**src/upr_pkg.sv**
```systemverilog
// constants for the usb port signal routing block
// assumes a 25 MHz system clock and a synchronous active-low reset
// Operation
// - positive line to usb, right audio, or uart
// - negative line to usb, left audio, or uart
// - watch ident pin for accessories and buttons
// - charger flag open-drain, low means attached
// - irq push-pull low on ident or attach change
// - two factory-test outputs: open-drain and push-pull
// - every reset opens all switch paths
// - fast-mode i2c slave, up to 400 kHz
// - both i2c lines low 30 ms resets
package upr_pkg;
  localparam int CLK_HZ = 25000000;
  localparam int BUS_LOW_RESET_MS = 30;
  localparam int BUS_LOW_RESET_CYC = (CLK_HZ / 1000) * BUS_LOW_RESET_MS;
  localparam int I2C_MAX_KHZ = 400;
  localparam int CNT_W = 20;
  localparam int PATH_W = 3;
  // one-hot path selects per connector line
  localparam logic [2:0] PATH_OPEN = 3'h0;
  localparam logic [2:0] PATH_USB = 3'h1;
  localparam logic [2:0] PATH_AUDIO = 3'h2;
  localparam logic [2:0] PATH_UART = 3'h4;
  // signalling modes requested by the detection logic
  typedef enum logic [3:0] {
    UPR_MODE_OPEN = 4'h1,
    UPR_MODE_USB = 4'h2,
    UPR_MODE_AUDIO = 4'h4,
    UPR_MODE_UART = 4'h8
  } upr_mode_t;
endpackage : upr_pkg

```
**src/upr_signal_routing.sv**
```systemverilog
// switch-path control, ident watch, charger/factory/irq pins and bus-stuck reset
// assumes detection and the i2c slave sit beside it on the same clock
`timescale 1ns/1ps
module upr_signal_routing #(
  parameter int BUS_LOW_RESET_CYC = upr_pkg::BUS_LOW_RESET_CYC
) (
  input wire logic clock, // 25 MHz system clock
  input wire logic nrst, // synchronous reset, active low
  input wire logic [3:0] modeReq, // one-hot signalling mode request
  input wire logic chargerSeen, // detection found a charger
  input wire logic accessoryAttached, // detection attach status
  input wire logic factoryTestReq, // request open-drain factory flag low
  input wire logic factoryBootReq, // request push-pull factory output high
  input wire logic connectorIdentPin, // asynchronous ident pin level
  input wire logic sclIn, // i2c clock pin level
  input wire logic sdaIn, // i2c data pin level
  input wire logic vddioValid, // i/o supply good
  input wire logic statusRead, // i2c slave read the status bits
  output logic [2:0] posPathSel_q, // positive line: usb, right, rx
  output logic [2:0] negPathSel_q, // negative line: usb, left, tx
  output logic identLevel_q, // synchronised ident level
  output logic identChanged_q, // sticky ident change seen
  output logic attachChanged_q, // sticky attach change seen
  output logic chargerAttachedNOe_q, // low drives charger_attached_n low
  output logic factoryTestFlagOe_q, // low drives factory flag low
  output logic factoryBoot_q, // push-pull factory output
  output logic irq_n_q, // interrupt, active low
  output logic busResetReq_q // pulse: bus-stuck reset fired
);
  logic identMeta_q;
  logic identSync_q;
  logic sclMeta_q, sclSync_q, sdaMeta_q, sdaSync_q, vddMeta_q, vddSync_q;
  logic attachPrev_q;
  logic busStuckPrev_q;
  logic [upr_pkg::CNT_W-1:0] lowCnt_q;
  logic [upr_pkg::CNT_W-1:0] lowCnt_d;
  logic busLow;
  logic busStuck;
  logic rstAll;
  logic identEdge;
  logic attachEdge;
  logic [2:0] pathSel;
  upr_pkg::upr_mode_t mode;

  // both lines low with good supply counts toward a self reset
  assign busLow = ~sclSync_q & ~sdaSync_q & vddSync_q;
  assign busStuck = busLow && (lowCnt_q == upr_pkg::CNT_W'(BUS_LOW_RESET_CYC - 1));
  assign lowCnt_d = busLow ? (busStuck ? lowCnt_q : lowCnt_q + 1'b1) : '0;
  assign rstAll = ~nrst | busStuck;

  // only a legal one-hot mode closes a path, so two paths never short
  assign mode = upr_pkg::upr_mode_t'(modeReq);
  always_comb begin
    unique case (mode)
      upr_pkg::UPR_MODE_USB: pathSel = upr_pkg::PATH_USB;
      upr_pkg::UPR_MODE_AUDIO: pathSel = upr_pkg::PATH_AUDIO;
      upr_pkg::UPR_MODE_UART: pathSel = upr_pkg::PATH_UART;
      upr_pkg::UPR_MODE_OPEN: pathSel = upr_pkg::PATH_OPEN;
      default: pathSel = upr_pkg::PATH_OPEN; // illegal codes stay open
    endcase
  end

  // ident edge and attach edge raise the interrupt
  assign identEdge = identSync_q ^ identLevel_q;
  assign attachEdge = accessoryAttached ^ attachPrev_q;

  // pin synchronisers; first stage feeds only the second
  always_ff @(posedge clock) begin
    identMeta_q <= connectorIdentPin;
    identSync_q <= identMeta_q;
    sclMeta_q <= sclIn; // bus pins only watched here, slave sits beside
    sclSync_q <= sclMeta_q;
    sdaMeta_q <= sdaIn;
    sdaSync_q <= sdaMeta_q;
    vddMeta_q <= vddioValid;
    vddSync_q <= vddMeta_q;
  end

  // stuck counter runs through its own reset so a long hold fires once
  // the pulse marks the rising edge of the stuck state, not each cycle of it
  always_ff @(posedge clock) begin
    if (!nrst) begin
      lowCnt_q <= '0;
      busStuckPrev_q <= 1'b0;
      busResetReq_q <= 1'b0;
    end else begin
      lowCnt_q <= lowCnt_d;
      busStuckPrev_q <= busStuck;
      busResetReq_q <= busStuck & ~busStuckPrev_q;
    end
  end

  // path selects, default open after any reset
  always_ff @(posedge clock) begin
    if (rstAll) begin
      posPathSel_q <= upr_pkg::PATH_OPEN;
      negPathSel_q <= upr_pkg::PATH_OPEN;
    end else begin
      posPathSel_q <= pathSel;
      negPathSel_q <= pathSel;
    end
  end

  // sticky change flags; a new edge wins over the read-clear
  always_ff @(posedge clock) begin
    if (rstAll) begin
      identLevel_q <= 1'b0;
      attachPrev_q <= 1'b0;
      identChanged_q <= 1'b0;
      attachChanged_q <= 1'b0;
      irq_n_q <= 1'b1;
    end else begin
      identLevel_q <= identSync_q;
      attachPrev_q <= accessoryAttached;
      identChanged_q <= identEdge | (identChanged_q & ~statusRead);
      attachChanged_q <= attachEdge | (attachChanged_q & ~statusRead);
      irq_n_q <= ~(identEdge | attachEdge | ((identChanged_q | attachChanged_q) & ~statusRead));
    end
  end

  // open-drain enables low to drive; released (high) by default
  always_ff @(posedge clock) begin
    if (rstAll) begin
      chargerAttachedNOe_q <= 1'b1;
      factoryTestFlagOe_q <= 1'b1;
      factoryBoot_q <= 1'b0;
    end else begin
      chargerAttachedNOe_q <= ~chargerSeen;
      factoryTestFlagOe_q <= ~factoryTestReq;
      factoryBoot_q <= factoryBootReq;
    end
  end
endmodule : upr_signal_routing

```
**config.mk**
```make
export PLATFORM = sky130hd
export DESIGN_NAME = upr_signal_routing
export DESIGN_NICKNAME = d
export VERILOG_FILES = /design/src/upr_pkg.sv /design/src/upr_signal_routing.sv
export SDC_FILE = /design/constraint.sdc
export NUM_CORES = 1
export LEC_CHECK = 0
export ABC_AREA = 1
export BUFFER_PORTS_ARGS = -buffer_cell sky130_fd_sc_hd__clkbuf_2
export CAP_MARGIN = 20
export CORE_MARGIN = 5
export CORE_UTILIZATION = 50
export CTS_BUF_LIST = sky130_fd_sc_hd__clkbuf_4
export DETAILED_ROUTE_END_ITERATION = 7
export GPL_TIMING_DRIVEN = 1
export PLACE_DENSITY = 0.72
export SYNTH_ARGS = -nofsm -noshare
export SYNTH_HDL_FRONTEND = slang
export SYNTH_SLANG_ARGS = --single-unit
```
**constraint.sdc**
```tcl
create_clock -name clock -period 1.46 [get_ports clock]
set_input_delay 0.292 -clock clock [delete_from_list [all_inputs] [get_ports clock]]
set_output_delay 0.292 -clock clock [all_outputs]
set_load 0.03 [all_outputs]
```
==> results.yml, run 1 <==
drt:
  drtAntennaViolNets: 0
  routed.top_layer: "met4"
  drtPass1Iterations: 4
  wl_met2_mm: 1.53
  wl_met3_um: 204
  wirelength_mm: 3.39
  vias_per_cell: 4.67
  met1_length_mm: 1.54
  wire_per_inst_um: 10.6
  drt_iter0_drc: 97
  post-route-drc-count: 0
  vias: 1498
clock_tree:
  cts.htree.levels: 2
  clk_pin_slew_ns: 0.12
  clock_latency_ns: 0.36
  cts-root-buf: "clkbuf_4"
  cts_tree: "done"
  cts_sinks: 41
  max-clock-path-buffers: 2
  postCtsSetupBuffers: 0
  numCtsBuffers: 5
floorplanning:
  die_x_um: 69.0
  core_area_sq_um: 3360
  start_util: 0.517
  num_rows: 21
  die_h_um: 69.0
  io_pins: 29
  die-area_sq_um: 4750
critical_path:
  slowest_delay_ns: 0.44
  critPathKind: "flop to flop"
  worstPathRequired_ns: 1.71
  end_kind: "flop"
  worst-path-max-fanout: 8
  crit_family: "simple AND/OR/NAND/NOR gates"
  worstPathArrival_ns: 1.60
  worst-path-buf-inv: 0
  cp_cell_sequence: "nand2_2 -> nor2_1 -> nand2_1 -> nor2_4 -> nand3_4 -> nand2_4 -> a21oi_1"
  cp-start-kind: "flop"
  cp_slowest_cell: "dfxtp_1"
power_and_ir_drop:
  p_int_mw: 1.56
  p_leak_nw: 0.834
  peakVddDrop_uv: 600
  p_clk_frac: 0.369
  p_total_mw: 2.04
  seqPwrFrac: 0.569
  powerDensity_nw_per_um2: 986
  swShare: 0.236
  netSwitchingPower_mw: 0.482
  comb_power_share: 0.062
job:
  cap_violations: 0
global_route:
  grt_usage: 0.168
  grt_pass1_wl_mm: 5.89
  grt_pass1_vias: 1403
  grt_overflow: 0
  antenna_found_initial: 0
  grt_start_max_net_pins: 17
final_layout:
  area_growth_pct: 19.0
  stdcell_area_sq_um: 2070
  layout-drive-gt1-share: 0.204
  fillCellCount: 330
  nets: 290
  diodes: 0
min_path:
  worstHoldPathType: "input port to flop"
synth:
  synth_ff_type: "dfxtp_1"
  synth_area_leader_cell: "dfxtp_1"
  synthesis.nets: 253
  synth_cell_type_count: 20
  synth.cell_area_sq_um: 1740
  syn_inst: 237
  synth_common_cells: "45 x nand2_1, 45 x nor2_1, 41 x dfxtp_1, 36 x inv_1"
  ys_ff_latch: 41
  synth_top_area_share: 0.472
  synth_edf_count: 0
  synthTopCellsByArea: "dfxtp_1 47%, nand2_1 9.7%, nor2_1 9.7%"
  seq_area_frac_synth: 0.472
  avgSynthCellArea_sq_um: 7.33
  async_reset_ff_frac: 0
  ys_warn_count: 0
placed_design:
  place_congestion: 0.808
  dpl_cell_area_sq_um: 1930
  place_ws_ns: 0.0339
  port_buffers: 28
  dp_hpwl_mm: 2.56
sta:
  setup_slack_ns: 0.111
  slew_violations: 0
  tightest_slew_ns: 0.370
  holdWs_ns: 0.0299
  fin_crit_ns: 1.35
  setup_violations: 0
  fmax_mhz: 741
  finalHoldViolCount: 0
  finalCritPeriodShare: 0.924
  rsz0062_at_grt: "no"
  max_slew_margin: 0.753
  timing.setup.tns_ns: 0
  skew_ns: 0.0156
run_status:
  status: "finished, final reports clean"
==> cell families (layout without fill, tap and decap cells) <==
family          after synthesis  count (layout)  share of synthesized area
buf+inv                      40              78                     0.0936
xor+xnor                      4               4                     0.0202
flops                        41              41                      0.472
fa+ha+maj                     1               1                    0.00720
simple gates                128             128                      0.338
compound gates               23              23                     0.0691
==> layout by cell type, fill, tap and decap left out, types with 2 or more instances in the layout <==
cell | Yosys | final
clkbuf_2 | 0 | 28
o21ai_0 | 7 | 7
dlygate4sd3_1 | 0 | 3
nor2_2 | 4 | 5
nor3_1 | 2 | 2
nor2_4 | 4 | 4
a21oi_1 | 14 | 14
clkbuf_4 | 0 | 5
dfxtp_1 | 41 | 40
nand4_1 | 9 | 9
nand2_2 | 3 | 3
nand3_1 | 14 | 14
xnor2_1 | 4 | 4
inv_1 | 36 | 35
nand2_1 | 45 | 44
buf_4 | 3 | 3
nor2_1 | 45 | 44
==> power groups by stage <==
stage	Combinational (mW)	Clock, mW	Sequential [mW]
floorplan	0.0453	0	1.21
global placement	0.119	0	1.18
detailed placement	0.120	0	1.18
CTS	0.120	0.786	1.16
global route	0.140	0.835	1.16
finish	0.126	0.754	1.16
==> flip-flops by register name, indices dropped and copies added (netlist names) <==
register and cells:
lowCnt_q 20, negPathSel_q 3, attachChanged_q 1, attachPrev_q 1, busResetReq_q 1, busStuckPrev_q 1, chargerAttachedNOe_q 1, factoryBoot_q 1
factoryTestFlagOe_q 1, identChanged_q 1, identLevel_q 1, identMeta_q 1, identSync_q 1, irq_n_q 1, sclMeta_q 1, sclSync_q 1
sdaMeta_q 1, sdaSync_q 1, vddMeta_q 1, vddSync_q 1
==> worst paths after layout <==
check	from	to	slack (ns)	cells past startpoint
hold / removal	connectorIdentPin	identMeta_q$_DFF_P_	0.03	1
setup reg to reg	lowCnt_q[13]$_SDFFE_PN0N_	attachChanged_q$_SDFF_PP0_	0.11	7
setup / recovery	lowCnt_q[13]$_SDFFE_PN0N_	attachChanged_q$_SDFF_PP0_	0.11	7
hold reg to reg	vddMeta_q$_DFF_P_	vddSync_q$_DFF_P_	0.34	0
==> cell type report <==
class | instances | area [sq um] | share of cell area
repair buffers | 34 | 193 | 0.0932
multi-input cells | 156 | 777 | 0.376
clock inverters | 3 | 46.3 | 0.0224
flip-flops and latches | 41 | 822 | 0.397
well taps | 46 | 57.6 | 0.0278
inverters | 36 | 135 | 0.0653
clock buffers | 5 | 37.5 | 0.0181
==> through the flow <==
stage,util,instances
floorplan,-,237
global placement,0.574,310
detailed placement,0.574,310
CTS,0.599,318
global route,0.615,321
finish,0.615,321
==> per-layer routing <==
layer | GRT usage | vias to the layer above
li1 | - | 814
met1 | 0.190 | 635
met2 | 0.271 | 38
met3 | 0.0600 | 11
met4 | 0.0998 | 0
met5 | 0 | -
==> timing repair <==
item	in CTS	in global routing
endpoints found under the setup margin	0	19
endpoints found under the hold margin	0	3
hold buffers	0	3
resized for setup	0	7
(Power assumes the default switching activity.)
==> run 2: changes to the inputs <==
==> constraint.sdc (replaced) <==
create_clock -name clock -period 1.46 [get_ports clock]
set_input_delay 0.146 -clock clock [delete_from_list [all_inputs] [get_ports clock]]
set_output_delay 0.146 -clock clock [all_outputs]
set_load 0.03 [all_outputs]
==> results.yml, run 2 (same netlist as run 1, synthesis figures left out) <==
floorplanning:
  die-area_sq_um: 4750
  die_h_um: 69.0
  num_rows: 21
  start_util: 0.517
  io_pins: 29
  die_x_um: 69.0
  core_area_sq_um: 3360
critical_path:
  reg2reg_depth: 7
  critPathKind: "flop to flop"
  end_kind: "flop"
  worstPathArrival_ns: 1.60
  worstPathRequired_ns: 1.71
  cp-start-kind: "flop"
  rrSetupSlack_ns: 0.11
  worst-path-max-fanout: 8
  rr_startpoint: "lowCnt_q[13]$_SDFFE_PN0N_"
  reg2reg_to: "attachChanged_q$_SDFF_PP0_"
clock_tree:
  clk_pin_slew_ns: 0.12
  clock_latency_ns: 0.36
  numCtsBuffers: 5
  cts.htree.levels: 2
  cts_sinks: 41
  postCtsSetupBuffers: 0
  cts-root-buf: "clkbuf_4"
  cts_tree: "done"
  max-clock-path-buffers: 2
sta:
  rsz0062_at_grt: "no"
  fin_crit_ns: 1.35
  skew_ns: 0.0154
  setup_violations: 0
  tightest_slew_ns: 0.369
  max_slew_margin: 0.753
  finalHoldViolCount: 0
  finalCritPeriodShare: 0.926
  fmax_mhz: 740
  slew_violations: 0
  timing.setup.tns_ns: 0
final_layout:
  fillCellCount: 314
  nets: 295
  seq_area_sq_um: 822
  diodes: 0
  layout-drive-gt1-share: 0.200
  fin_cells: 326
  multi_input_area_sq_um: 777
  reg_top3: "lowCnt_q x20, negPathSel_q x3"
  area_growth_pct: 21.9
  layout_common_cells: "44 x nor2_1, 44 x nand2_1, 40 x dfxtp_1, 35 x inv_1, 28 x clkbuf_2"
  regMostFlops: "lowCnt_q"
  largest_reg_flops: 20
drt:
  vias: 1521
  drtAntennaViolNets: 0
  post-route-drc-count: 0
  drtPass1Iterations: 4
  vias_per_cell: 4.67
  drt_iter0_drc: 103
  wirelength_mm: 3.49
  wire_per_inst_um: 10.7
power_and_ir_drop:
  powerDensity_nw_per_um2: 968
  peakVddDrop_uv: 595
  p_leak_nw: 0.855
placed_design:
  dp_hpwl_mm: 2.56
  port_buffers: 28
  place_congestion: 0.808
  dp_cells: 310
global_route:
  grt_overflow: 0
  grt_usage: 0.172
  grt_start_max_net_pins: 17
  grt_pass1_vias: 1452
  antenna_found_initial: 0
  grt_pass1_wl_mm: 6.03
run_status:
  status: "finished, final reports clean"
job:
  cap_violations: 0
min_path:
  worstHoldEndpoint: "negPathSel_q[0]$_SDFF_PP0_"
  whs_path_depth: 3
  hp-start: "modeReq[1]"
  worstHoldPathType: "input port to flop"
## run 2: cell types whose count changed in the layout (fill, tap and decap cells not counted), sizes merged
| cell | change |
|---|---|
| dlygate4sd3 | +5 |
## run 2: per-stage QoR
| step | util | setup slack [ns] | hold WS [ns] | instance area, sq um | power (mW) |
|---|---|---|---|---|---|
| after floorplan | - | 0.151 | 0.174 | 1740 | 1.26 |
| after global placement | 0.574 | 0.0985 | 0.249 | 1930 | 1.30 |
| after detailed placement | 0.574 | 0.0339 | 0.250 | 1930 | 1.30 |
| after CTS | 0.623 | 0.00774 | 0.000634 | 2090 | 2.08 |
| after global routing | 0.630 | 0.00365 | 0.0165 | 2120 | 2.15 |
| final | 0.630 | 0.109 | 0.0280 | 2120 | 2.05 |
## run 2: worst max-delay path, stage by stage (launching register included)
cell,delay [ns]
dfxtp_1,0.44
nand2_2,0.09
nor2_1,0.09
nand2_1,0.13
nor2_4,0.18
nand3_4,0.14
nand2_4,0.13
a21oi_1,0.05
## run 2: worst max-delay path by stage
stage	startpoint	end	cells past startpoint
floorplan	lowCnt_q[0]$_SDFFE_PN0N_	attachChanged_q$_SDFF_PP0_	6
global placement	lowCnt_q[1]$_SDFFE_PN0N_	attachChanged_q$_SDFF_PP0_	6
detailed placement	lowCnt_q[1]$_SDFFE_PN0N_	attachChanged_q$_SDFF_PP0_	6
CTS	lowCnt_q[1]$_SDFFE_PN0N_	attachChanged_q$_SDFF_PP0_	6
global route	lowCnt_q[4]$_SDFFE_PN0N_	lowCnt_q[12]$_SDFFE_PN0N_	6
finish	lowCnt_q[13]$_SDFFE_PN0N_	attachChanged_q$_SDFF_PP0_	7
## run 2: power by group
part           internal, mW  total (mW)  leakage (nW)  switching (mW)
clock network         0.362       0.752        0.0414           0.389
logic                0.0571       0.139         0.478          0.0819
registers              1.15        1.16         0.336          0.0119
total                  1.57        2.05         0.855           0.483
## run 2: layer usage
layer / vias to the layer above / share of wire / global-route usage
met4: 0 / 0.033 / 0.0998
met1: 650 / 0.45 / 0.189
li1: 822 / - / -
met2: 38 / 0.46 / 0.285
met3: 11 / 0.057 / 0.0616
met5: - / 0 / 0
## run 2: cell type report
type	instances	area share
sequential	41	0.388
clock buffer	5	0.0177
inverter	36	0.0638
timing repair buffer	39	0.115
multi-input combinational	156	0.367
clock inverter	3	0.0219
tap	46	0.0272
## run 2: what timing repair did
item,4_1_cts,5_1_grt
gates resized for setup,0,7
hold endpoints to repair,8,0
setup endpoints to repair,0,19
hold buffers,8,0
